$ cat src/common/smsp_pkg.sv
// constants for the switch monitor serial port
// assumes one 20 mhz clock; all pins arrive asynchronous to it
//
// Notes on behaviour
// - select fall enables output, captures alert, switches
// - select rise floats the serial output
// - select rise releases alert unless change during select
// - command applied only at select rise
// - select fall wakes from sleep; data may be stale; code also needs logic supply
// - serial input sampled on falling serial clock
// - output bit changes on rising serial clock
// - deselected device ignores clock, input; output floats
// - complete word is 24 bits; ones stored
// - open switch reads zero, closed reads one
// - first rising edge shows bit 23, then lower
// - one shared shift path, msb first both ways
// - enabled input change drives alert low in normal
// - alert flag captured at select fall, own only
// - sleep, wake high: alert fall wakes device; code also needs logic supply
// - wake line low in normal, released in sleep
// - wake fall wakes; needs alert high with logic supply
// - dual inputs closed per battery/ground polarity setting
// - ground inputs closed below threshold
// - battery supply application resets device
// - every response carries status, alert, temperature flags
// - power-on reset enters normal mode
package smsp_pkg;
    // ************************************************************
    // word layout
    // ************************************************************
    localparam int         WORD_W        = 24;
    localparam int         CMD_W         = 8;
    localparam int         CMD_POS       = 16;
    localparam int         ALERT_POS     = 23;
    localparam int         TEMP_POS      = 22;
    localparam int         GND_POS       = 8;
    // ************************************************************
    // command codes and reset values
    // ************************************************************
    localparam logic [7:0] CMD_SETTINGS  = 8'h01;
    localparam logic [7:0] CMD_WAKE_DUAL = 8'h02;
    localparam logic [7:0] CMD_WAKE_GND  = 8'h03;
    localparam logic [7:0] CMD_SLEEP     = 8'h05;
    localparam logic [7:0] CMD_RESET     = 8'h7f;
    localparam logic [7:0] RST_POLARITY  = 8'hff;
    localparam logic [7:0] RST_EN_DUAL   = 8'hff;
    localparam logic [13:0] RST_EN_GND   = 14'h3fff;
    localparam logic [4:0] RST_BITCNT    = 5'h00;
    typedef enum logic {SMSP_NORMAL = 1'b0, SMSP_SLEEP = 1'b1} smsp_mode_e;
endpackage

$ cat src/rtl/smsp_core.sv
// serial slave port, alert and wake logic of the switch monitor
// assumes comparator outputs and link pins are asynchronous to mclk
`timescale 1ns/100ps
module smsp_core #(
    parameter int DUAL_N = 8,
    parameter int GND_N  = 14
) (
    // clock and reset
    input  wire logic              mclk,
    input  wire logic              srst,
    // supplies and comparators
    input  wire logic              battery_supply,
    input  wire logic              logic_supply,
    input  wire logic              over_temp,
    input  wire logic [DUAL_N-1:0] dual_polarity_inputs,
    input  wire logic [GND_N-1:0]  ground_only_inputs,
    // serial link
    input  wire logic              cs_n,
    input  wire logic              sclk,
    input  wire logic              sdi,
    output logic                   sdo,
    output logic                   sdo_oe_n,
    // alert open drain
    input  wire logic              alert_n_in,
    output logic                   alert_n_out,
    output logic                   alert_oe_n,
    // wake open drain and stale status flag
    input  wire logic              wake_n_in,
    output logic                   wake_n_out,
    output logic                   wake_oe_n,
    output logic                   stale_status
);
    localparam int LINK_W = 5;
    localparam int SUP_W  = 3;
    localparam int SW_W   = DUAL_N + GND_N;
    // ************************************************************
    // synchronisers
    // ************************************************************
    // two flops per pin; only the second stage is read
    logic [LINK_W-1:0] link_s1_ff;
    logic [LINK_W-1:0] link_s2_ff;
    logic [SUP_W-1:0]  sup_s1_ff;
    logic [SUP_W-1:0]  sup_s2_ff;
    logic [SW_W-1:0]   sw_s1_ff;
    logic [SW_W-1:0]   sw_s2_ff;
    always_ff @(posedge mclk)
    begin
        link_s1_ff <= {cs_n, sclk, sdi, alert_n_in, wake_n_in};
        link_s2_ff <= link_s1_ff;
    end
    always_ff @(posedge mclk)
    begin
        sup_s1_ff <= {battery_supply, logic_supply, over_temp};
        sup_s2_ff <= sup_s1_ff;
    end
    always_ff @(posedge mclk)
    begin
        sw_s1_ff <= {dual_polarity_inputs, ground_only_inputs};
        sw_s2_ff <= sw_s1_ff;
    end
    logic              cs_s;
    logic              sclk_s;
    logic              sdi_s;
    logic              alrt_s;
    logic              wake_s;
    logic              bat_s;
    logic              lsup_s;
    logic              otemp_s;
    logic [DUAL_N-1:0] dual_s;
    logic [GND_N-1:0]  gnd_s;
    assign {cs_s, sclk_s, sdi_s, alrt_s, wake_s} = link_s2_ff;
    assign {bat_s, lsup_s, otemp_s}              = sup_s2_ff;
    assign {dual_s, gnd_s}                       = sw_s2_ff;

    // ************************************************************
    // edge detection
    // ************************************************************
    // delayed copies fill with idle levels during the reset hold
    logic cs_d_ff;
    logic sclk_d_ff;
    logic alrt_d_ff;
    logic wake_d_ff;
    logic bat_d_ff;
    always_ff @(posedge mclk)
    begin
        cs_d_ff   <= cs_s;
        sclk_d_ff <= sclk_s;
        alrt_d_ff <= alrt_s;
        wake_d_ff <= wake_s;
        bat_d_ff  <= bat_s;
    end
    logic cs_fall;
    logic cs_rise;
    logic sel;
    logic sck_rise;
    logic sck_fall;
    logic alrt_fall;
    logic wake_fall;
    logic por;
    assign cs_fall   = cs_d_ff & ~cs_s;
    assign cs_rise   = ~cs_d_ff & cs_s;
    assign sel       = ~cs_s & ~cs_d_ff;
    assign sck_rise  = sel & ~sclk_d_ff & sclk_s;
    assign sck_fall  = sel & sclk_d_ff & ~sclk_s;
    assign alrt_fall = alrt_d_ff & ~alrt_s;
    assign wake_fall = wake_d_ff & ~wake_s;
    assign por       = srst | (~bat_d_ff & bat_s);

    // ************************************************************
    // configuration and switch state
    // ************************************************************
    logic [DUAL_N-1:0] polarity_ff;
    logic [DUAL_N-1:0] en_dual_ff;
    logic [GND_N-1:0]  en_gnd_ff;
    smsp_pkg::smsp_mode_e mode_ff;
    logic [DUAL_N+GND_N-1:0] closed;
    logic [DUAL_N+GND_N-1:0] closed_d_ff;
    logic [DUAL_N+GND_N-1:0] en_all;
    // comparator high means above threshold
    assign closed = {~(dual_s ^ polarity_ff), ~gnd_s};
    assign en_all = {en_dual_ff, en_gnd_ff};
    wire   change = |((closed ^ closed_d_ff) & en_all);
    always_ff @(posedge mclk)
    begin
        closed_d_ff <= closed;
    end

    // ************************************************************
    // shift path
    // ************************************************************
    logic [smsp_pkg::WORD_W-1:0] shreg_ff;
    logic [4:0]                  bitcnt_ff;
    logic                        alert_ff;
    logic                        pend_ff;
    always_ff @(posedge mclk)
    begin
        if (srst)
        begin
            shreg_ff  <= '0;
            bitcnt_ff <= smsp_pkg::RST_BITCNT;
        end
        else if (cs_fall)
        begin
            shreg_ff <= '0;
            shreg_ff[smsp_pkg::ALERT_POS] <= alert_ff;
            shreg_ff[smsp_pkg::TEMP_POS]  <= otemp_s;
            shreg_ff[DUAL_N+GND_N-1:0]    <= closed;
            bitcnt_ff <= smsp_pkg::RST_BITCNT;
        end
        else if (sck_fall)
        begin
            shreg_ff  <= {shreg_ff[smsp_pkg::WORD_W-2:0], sdi_s};
            if (bitcnt_ff != 5'h1f)
                bitcnt_ff <= bitcnt_ff + 5'h01;
        end
    end
    // rule 9: only exactly 24 bits counts as complete
    wire full_word = (bitcnt_ff == 5'(smsp_pkg::WORD_W));
    wire [7:0] code = shreg_ff[smsp_pkg::CMD_POS +: smsp_pkg::CMD_W];
    wire apply = cs_rise & full_word & (mode_ff == smsp_pkg::SMSP_NORMAL);

    always_ff @(posedge mclk)
    begin
        if (por)
        begin
            polarity_ff <= smsp_pkg::RST_POLARITY;
            en_dual_ff  <= smsp_pkg::RST_EN_DUAL;
            en_gnd_ff   <= smsp_pkg::RST_EN_GND;
        end
        else if (apply)
        begin
            case (code)
                smsp_pkg::CMD_SETTINGS:  polarity_ff <= shreg_ff[DUAL_N-1:0];
                smsp_pkg::CMD_WAKE_DUAL: en_dual_ff  <= shreg_ff[DUAL_N-1:0];
                smsp_pkg::CMD_WAKE_GND:  en_gnd_ff   <= shreg_ff[GND_N-1:0];
                smsp_pkg::CMD_RESET:
                begin
                    polarity_ff <= smsp_pkg::RST_POLARITY;
                    en_dual_ff  <= smsp_pkg::RST_EN_DUAL;
                    en_gnd_ff   <= smsp_pkg::RST_EN_GND;
                end
                default: ;
            endcase
        end
    end

    // ************************************************************
    // mode
    // ************************************************************
    logic wake_by_cs;
    logic wake_by_alert;
    logic wake_by_pin;
    logic wake_by_switch;
    // without the logic supply select and alert cannot wake
    assign wake_by_cs     = cs_fall & lsup_s;
    assign wake_by_alert  = alrt_fall & wake_s & lsup_s;
    assign wake_by_pin    = wake_fall & (alrt_s | ~lsup_s);
    assign wake_by_switch = change;
    always_ff @(posedge mclk)
    begin
        if (por)
            mode_ff <= smsp_pkg::SMSP_NORMAL;
        else if (mode_ff == smsp_pkg::SMSP_SLEEP)
        begin
            if (wake_by_cs | wake_by_alert | wake_by_pin | wake_by_switch)
                mode_ff <= smsp_pkg::SMSP_NORMAL;
        end
        else if (apply & (code == smsp_pkg::CMD_SLEEP))
            mode_ff <= smsp_pkg::SMSP_SLEEP;
    end

    // ************************************************************
    // alert
    // ************************************************************
    always_ff @(posedge mclk)
    begin
        if (por)
        begin
            alert_ff <= 1'b0;
            pend_ff  <= 1'b0;
        end
        else
        begin
            // set wins over clear at select rise
            if (change & (mode_ff == smsp_pkg::SMSP_NORMAL))
                alert_ff <= 1'b1;
            else if (cs_rise & ~pend_ff)
                alert_ff <= 1'b0;
            if (cs_rise)
                pend_ff <= 1'b0;
            else if (sel & change)
                pend_ff <= 1'b1;
        end
    end

    // ************************************************************
    // pin drivers
    // ************************************************************
    always_ff @(posedge mclk)
    begin
        if (srst)
            sdo_oe_n <= 1'b1;
        else if (cs_fall)
            sdo_oe_n <= 1'b0;
        else if (cs_rise | cs_s)
            sdo_oe_n <= 1'b1;
    end
    always_ff @(posedge mclk)
    begin
        if (srst)
            sdo <= 1'b0;
        else if (sck_rise)
            sdo <= shreg_ff[smsp_pkg::WORD_W-1];
    end
    // open drain: data held low, only the enable moves
    always_ff @(posedge mclk)
    begin
        if (srst)
        begin
            alert_n_out <= 1'b0;
            alert_oe_n  <= 1'b1;
        end
        else
        begin
            alert_n_out <= 1'b0;
            alert_oe_n  <= ~alert_ff;
        end
    end
    // wake pulled low while awake
    always_ff @(posedge mclk)
    begin
        if (srst)
        begin
            wake_n_out <= 1'b0;
            wake_oe_n  <= 1'b0;
        end
        else
        begin
            wake_n_out <= 1'b0;
            wake_oe_n  <= (mode_ff == smsp_pkg::SMSP_SLEEP);
        end
    end
    // status of a waking transfer may be stale
    logic stale_ff;
    always_ff @(posedge mclk)
    begin
        if (srst)
        begin
            stale_ff     <= 1'b0;
            stale_status <= 1'b0;
        end
        else
        begin
            if (cs_fall)
                stale_ff <= (mode_ff == smsp_pkg::SMSP_SLEEP);
            stale_status <= stale_ff;
        end
    end
endmodule

$ cat config.mk
export PLATFORM = sky130hd
export DESIGN_NAME = smsp_core
export DESIGN_NICKNAME = d
export VERILOG_FILES = /design/src/common/smsp_pkg.sv /design/src/rtl/smsp_core.sv
export SDC_FILE = /design/constraint.sdc
export NUM_CORES = 1
export LEC_CHECK = 0
export BUFFER_PORTS_ARGS = -buffer_cell sky130_fd_sc_hd__buf_2
export CORE_MARGIN = 3
export CORE_UTILIZATION = 50
export DETAILED_ROUTE_END_ITERATION = 6
export PLACE_DENSITY = 0.68
export SYNTH_ARGS = -nofsm -noshare
export SYNTH_HDL_FRONTEND = slang
export SYNTH_SLANG_ARGS = --single-unit
$ cat constraint.sdc
create_clock -name mclk -period 2.35 [get_ports mclk]
set_input_delay 0.235 -clock mclk [delete_from_list [all_inputs] [get_ports mclk]]
set_output_delay 0.235 -clock mclk [all_outputs]
set_load 0.03 [all_outputs]
==> results_dict.tcl, run 1 <==
set metrics [dict create \
    status "finished clean" \
    synth_area_leaders "dfxtp_1 62%, nand2_1 5.2%, xnor2_1 4.0%, o211ai_1 3.8%, a22oi_1 2.3%" \
    layout_setup_ws_ns 0.249 \
    gp_congestion 0.824 \
    ys_warn_count 0 \
    critPathLaunchType "flip-flop" \
    synthArstFlopShare_pct 0 \
    dieArea_mm2 0.0112 \
    numCtsBuffers 17 \
    grtUsageTotal_pct 19.3 \
    synth_edf_count 0 \
    grt_pass1_wl_mm 17.0 \
    cts_num_sinks 155 \
    core_mm2 0.00946 \
    drtPass1Iterations 5 \
    min_period_over_period_pct 89.4 \
    route.detailed.drc 0 \
    multi_input_area_mm2 0.00174 \
    place_ws_ns 0.251 \
    antenna_found_initial 0 \
    clkPwrFrac_pct 45.1 \
    rows 35 \
    postRouteAntennaNets 0 \
    yosysTopAreaCellShare_pct 62.1 \
    slew_viol_final 0 \
    die_w_um 106 \
    ys_seq_area_share_pct 62.1 \
    place_hpwl_mm 6.45 \
    post_drt_wl_per_cell_um 14.9 \
    vdd_drop_max_uv 1040 \
    cellPowerDensity_mw_per_mm2 916 \
    synthCells 470 \
    synth.largest_area_cell "dfxtp_1" \
    synth_flop_cell "dfxtp_1" \
    rsz0062_at_grt "false" \
    grt_pass1_vias 3525 \
    slew_headroom_pct 29.2 \
    num_vias 3541 \
    dpl_cell_area_mm2 0.00532 \
    root_buffer "clkbuf_8" \
    via_per_inst 5.18 \
    finish.instance_area_mm2 0.00618 \
    drt_iter0_markers 160 \
    regArea_mm2 0.00310 \
    min_path_type "primary input to flip-flop" \
    cts_buffer_depth 2 \
    grt_start_max_net_pins 34 \
    final_nets 577 \
    initial_core_util_pct 52.8 \
    cts_resized 0 \
    endpoint_kind "flip-flop" \
    setup_violations 0 \
    syn_area_mm2 0.00499 \
    fin_crit_ns 2.10 \
    max_freq_mhz 476 \
    drive_above_1_share_pct 15.3 \
    p_sw_share_pct 22.3 \
    required_ns 2.69 \
    antenna_cells 0 \
    numPortBuffers 36 \
    netSwitchingPower_w 0.00126 \
    syn_area_per_cell_um2 10.6 \
    totalNegativeSetupSlack_ns 0 \
    critPathKind "flip-flop to flip-flop" \
    p_int_w 0.00440 \
    die_h_um 106 \
    crit_arrival_ns 2.44 \
    area_delta_synth_final_pct 23.8 \
    worstPathMaxFanout 16 \
    hold_viol 0 \
    clock_latency_ns 0.51 \
    maxCapViolCount 0 \
    p_leak_nw 2.64 \
    h-tree-depth 4 \
    ios 39 \
    cts_tree "built" \
    wirelength_mm 10.2 \
    p_seq_share_pct 49.7 \
    clkTransAtPathRegs_ns 0.06 \
    grt_overflow_total 0 \
    p_comb_share_pct 5.2 \
    ys_seq_elements 155 \
    yosysUniqueCellTypes 51 \
    fill_cells 769 \
    finClkSkew_ns 0.00964 \
    worstMarginPinSlew_ns 1.06 \
]
[cells in the mapped netlist (2+ instances only)]
master and instances:
dfxtp_1 155, nand2_1 69, o211ai_1 25, nor2_1 24, xnor2_1 23, inv_1 21
clkbuf_1 17, a22oi_1 15, a211oi_1 14, and3_1 14, a21oi_1 11, nor3_1 11
o21ai_0 10, xor2_1 7, nand2b_1 5, ha_1 3, nand4_1 3, nor2b_1 3
o21ai_1 3, buf_2 2, buf_4 2, nand3_1 2, nor4b_1 2, xnor3_1 2
[stage by stage]
| step | utilization, % | power, W | cells | hold WS (ns) |
|---|---|---|---|---|
| 6_report | 65.4 | 0.00566 | 684 | 0.255 |
| 4_1_cts | 65.4 | 0.00572 | 684 | 0.230 |
| 3_5_place_dp | 56.2 | 0.00312 | 622 | 0.313 |
| 3_3_place_gp | 56.2 | 0.00311 | 622 | 0.310 |
| 5_1_grt | 65.4 | 0.00586 | 684 | 0.255 |
| 2_1_floorplan | - | 0.00302 | 471 | 0.263 |
[critical path: stages (launching register included)]
cell,delay (ns)
dfxtp_1,0.34
or4_4,0.57
nor4b_1,0.34
o21ai_1,0.41
nand2_1,0.18
o211ai_1,0.11
[flip-flops by register name, indices dropped and copies added (netlist names), 3 cells and up]
name	flops
polarity_ff	8
sup_s2_ff	3
bitcnt_ff	5
link_s2_ff	5
sup_s1_ff	3
sw_s2_ff	22
closed_d_ff	22
en_dual_ff	8
shreg_ff	24
link_s1_ff	5
sw_s1_ff	22
en_gnd_ff	14
[power by group through the flow]
stage / registers (W) / clock network, W / logic, W
after CTS: 0.00281 / 0.00261 / 0.000292
after floorplan: 0.00285 / 0 / 0.000171
after global placement: 0.00287 / 0 / 0.000246
final: 0.00281 / 0.00255 / 0.000292
after global routing: 0.00283 / 0.00271 / 0.000322
after detailed placement: 0.00287 / 0 / 0.000251
[per-layer routing]
| metal | up-vias | part of all wire (%) | track usage (%) |
|---|---|---|---|
| li1 | 1758 | - | - |
| met1 | 1683 | 46 | 24.4 |
| met2 | 85 | 48 | 31.7 |
| met3 | 15 | 4.1 | 5.34 |
| met4 | 0 | 2.0 | 7.22 |
| met5 | - | 0 | 0 |
[what timing repair did]
action                                 4_1_cts  5_1_grt
hold buffers                                30        0
endpoints found under the hold margin       30        0
setup buffers                                0        0
[layout make-up]
class | count | share of cell area (%)
sequential | 155 | 50.2
multi-input combinational | 274 | 28.2
timing repair buffer | 73 | 8.62
clock buffer | 18 | 6.76
tap | 129 | 2.61
clock inverter | 14 | 2.39
inverter | 21 | 1.28
[cells by family (layout without fill, tap and decap cells)]
kind of cell / after synthesis / after routing / share of synthesized area [%]
AOI/OAI and AO/OA: 91 / 91 / 12.7
DFF: 155 / 155 / 62.1
buffers and inverters: 42 / 126 / 3.36
xor gates and xnor gates: 32 / 32 / 6.16
muxes: 2 / 2 / 0.426
adders and majority gates: 3 / 3 / 0.752
other: 1 / 2 / 0.0751
and+or+nand+nor: 144 / 144 / 14.4
[cells in the final DEF (no fill, tap or decap), drive strengths merged, types with 2 or more instances in the layout]
master	n
clkbuf	18
a22oi	15
ha	3
nor2	25
nor4b	4
inv	22
buf	43
dfxtp	155
nand2	69
nand2b	5
dlygate4sd3	30
xnor2	23
xnor3	2
a21oi	11
a211oi	14
nand4	3
nor3	12
xor2	7
nor4	2
clkinvlp	2
and3	14
nand3	2
o211ai	25
o21ai	13
nor2b	3
conb	2
clkinv	9
bufinv	2
[path summary, 6_finish.rpt]
| check | start | end | slack [ns] | cells after the start |
|---|---|---|---|---|
| worst max-delay path | shreg_ff[19] | polarity_ff[2] | 0.25 | 5 |
| worst min-delay path | srst | sdo | 0.26 | 2 |
| worst max register to register | shreg_ff[19] | polarity_ff[2] | 0.25 | 5 |
| worst min register to register | sup_s1_ff[0] | sup_s2_ff[0] | 0.33 | 0 |
(Power assumes the default switching activity.)
==> run 2: changes to the inputs <==
--- a/config.mk
+++ b/config.mk
@@ -10,6 +10,7 @@
 export CORE_UTILIZATION = 50
 export DETAILED_ROUTE_END_ITERATION = 6
 export PLACE_DENSITY = 0.68
+export REMOVE_ABC_BUFFERS = 1
 export SYNTH_ARGS = -nofsm -noshare
 export SYNTH_HDL_FRONTEND = slang
 export SYNTH_SLANG_ARGS = --single-unit
==> run 2 against run 1 <==
Sequential cell count unchanged. First-iteration DRC count is 49% higher. Clock power increased by 9.0%. Critical path depth did not move. Power rose by 3.9%. Cell area increased by 0.57%. Worst hold slack lost 0.0091 ns. Global-route usage is 0.57 points lower. Cell count fell by 0.15%. Sequential share of layout area down 0.28 points.
==> results_dict.tcl, run 2 (synthesized netlist as in run 1, its figures left out) <==
set metrics [dict create \
    status "finished clean" \
    grt_start_max_net_pins 34 \
    max_freq_mhz 483 \
    whs_ns 0.246 \
    cellPowerDensity_mw_per_mm2 946 \
    h-tree-depth 4 \
    antenna_cells 0 \
    place_hpwl_mm 6.37 \
    p_leak_nw 2.66 \
    fin_crit_ns 2.07 \
    antenna_found_initial 0 \
    drive_above_1_share_pct 14.6 \
    power_w 0.00588 \
    cts_tree "built" \
    wirelength_mm 9.91 \
    maxCapViolCount 0 \
    ios 39 \
    numPortBuffers 36 \
    core_mm2 0.00946 \
    route.detailed.drc 0 \
    regMostFlops "shreg_ff" \
    worstMarginPinSlew_ns 1.01 \
    dieArea_mm2 0.0112 \
    post_cts_buffers 0 \
    grt_pass1_vias 3411 \
    root_buffer "clkbuf_8" \
    layout_commonest_cell "dfxtp_1" \
    regArea_mm2 0.00310 \
    clock_latency_ns 0.52 \
    hold_buffers 30 \
    final_nets 576 \
    grt_pass1_wl_mm 16.6 \
    via_per_inst 5.17 \
    min_path_type "primary input to flip-flop" \
    slew_viol_final 0 \
    slew_headroom_pct 32.4 \
    cts_num_sinks 155 \
    hold_viol 0 \
    rows 35 \
    die_h_um 106 \
    drt_iter0_markers 238 \
    cts_buffer_depth 2 \
    cts_resized 0 \
    fill_cells 764 \
    min_period_over_period_pct 88.1 \
    gp_congestion 0.785 \
    num_vias 3528 \
    worstPathMaxFanout 18 \
    rsz0062_at_grt "false" \
    grtUsageTotal_pct 18.8 \
    endpoint_kind "flip-flop" \
    setup_violations 0 \
    grt_overflow_total 0 \
    multi_input_area_mm2 0.00174 \
    post_drt_wl_per_cell_um 14.5 \
    totalNegativeSetupSlack_ns 0 \
    crit_arrival_ns 2.48 \
    final_cell_mix "155 x dfxtp_1, 69 x nand2_1, 36 x buf_2, 30 x dlygate4sd3_1, 25 x o211ai_1" \
    postRouteAntennaNets 0 \
    die_w_um 106 \
    clkTransAtPathRegs_ns 0.06 \
    critPathKind "flip-flop to flip-flop" \
    vdd_drop_max_uv 924 \
    drtPass1Iterations 5 \
    area_delta_synth_final_pct 24.5 \
    largest_reg_flops 24 \
    finClkSkew_ns 0.00728 \
    critPathLaunchType "flip-flop" \
    required_ns 2.76 \
    numCtsBuffers 17 \
    initial_core_util_pct 52.8 \
]
[run 2: cell types whose count changed in the layout (fill, tap and decap cells not counted)]
| cell | before | now |
|---|---|---|
| buf_4 | 7 | 6 |
| bufinv_16 | 2 | 4 |
| clkbuf_1 | 1 | 4 |
| clkbuf_8 | 1 | 2 |
| clkinv_2 | 4 | 2 |
| clkinv_4 | 5 | 3 |
| clkinvlp_4 | 2 | 0 |
[run 2: worst max-delay path, cell delays in order (launching register included)]
cell and delay [ns]:
dfxtp_1 0.40, or4b_2 0.97, nor2_4 0.24, nand4_1 0.14, xor2_1 0.16, nor2_1 0.05
[run 2: routing by layer]
metal	part of all wire, %	GRT usage (%)
met5	0	0
met1	46	25.0
met3	6.4	5.77
met2	46	29.4
met4	1.4	5.92
[run 2: stage by stage]
stage	cells	setup slack, ns	cell area (µm²)	utilization (%)
finish	683	0.279	6220	65.7
global route	683	0.121	6220	65.7
CTS	683	0.271	6220	65.7
detailed placement	621	0.282	5310	56.1
global placement	621	0.351	5310	56.1
floorplan	450	0.00320	4910	-
[run 2: cell type report]
| type | count | share of cell area, % |
|---|---|---|
| sequential | 155 | 49.9 |
| multi-input combinational | 274 | 28.0 |
| timing repair buffer | 72 | 8.45 |
| clock buffer | 22 | 7.12 |
| clock inverter | 10 | 2.66 |
| tap | 129 | 2.60 |
| inverter | 21 | 1.27 |
[run 2: power by group]
group,internal [W],switching (W),total (W)
registers,0.00274,0.0000702,0.00281
clock network,0.00176,0.00102,0.00278
logic,0.000146,0.000143,0.000289
[run 2: final timing paths]
path                 start      endpoint  slack (ns)  cells after the start
max reg2reg  link_s2_ff[4]  bitcnt_ff[3]        0.28                      5
max          link_s2_ff[4]  bitcnt_ff[3]        0.28                      5
min reg2reg    sw_s1_ff[5]   sw_s2_ff[5]        0.32                      0
min                   srst   shreg_ff[0]        0.25                      2
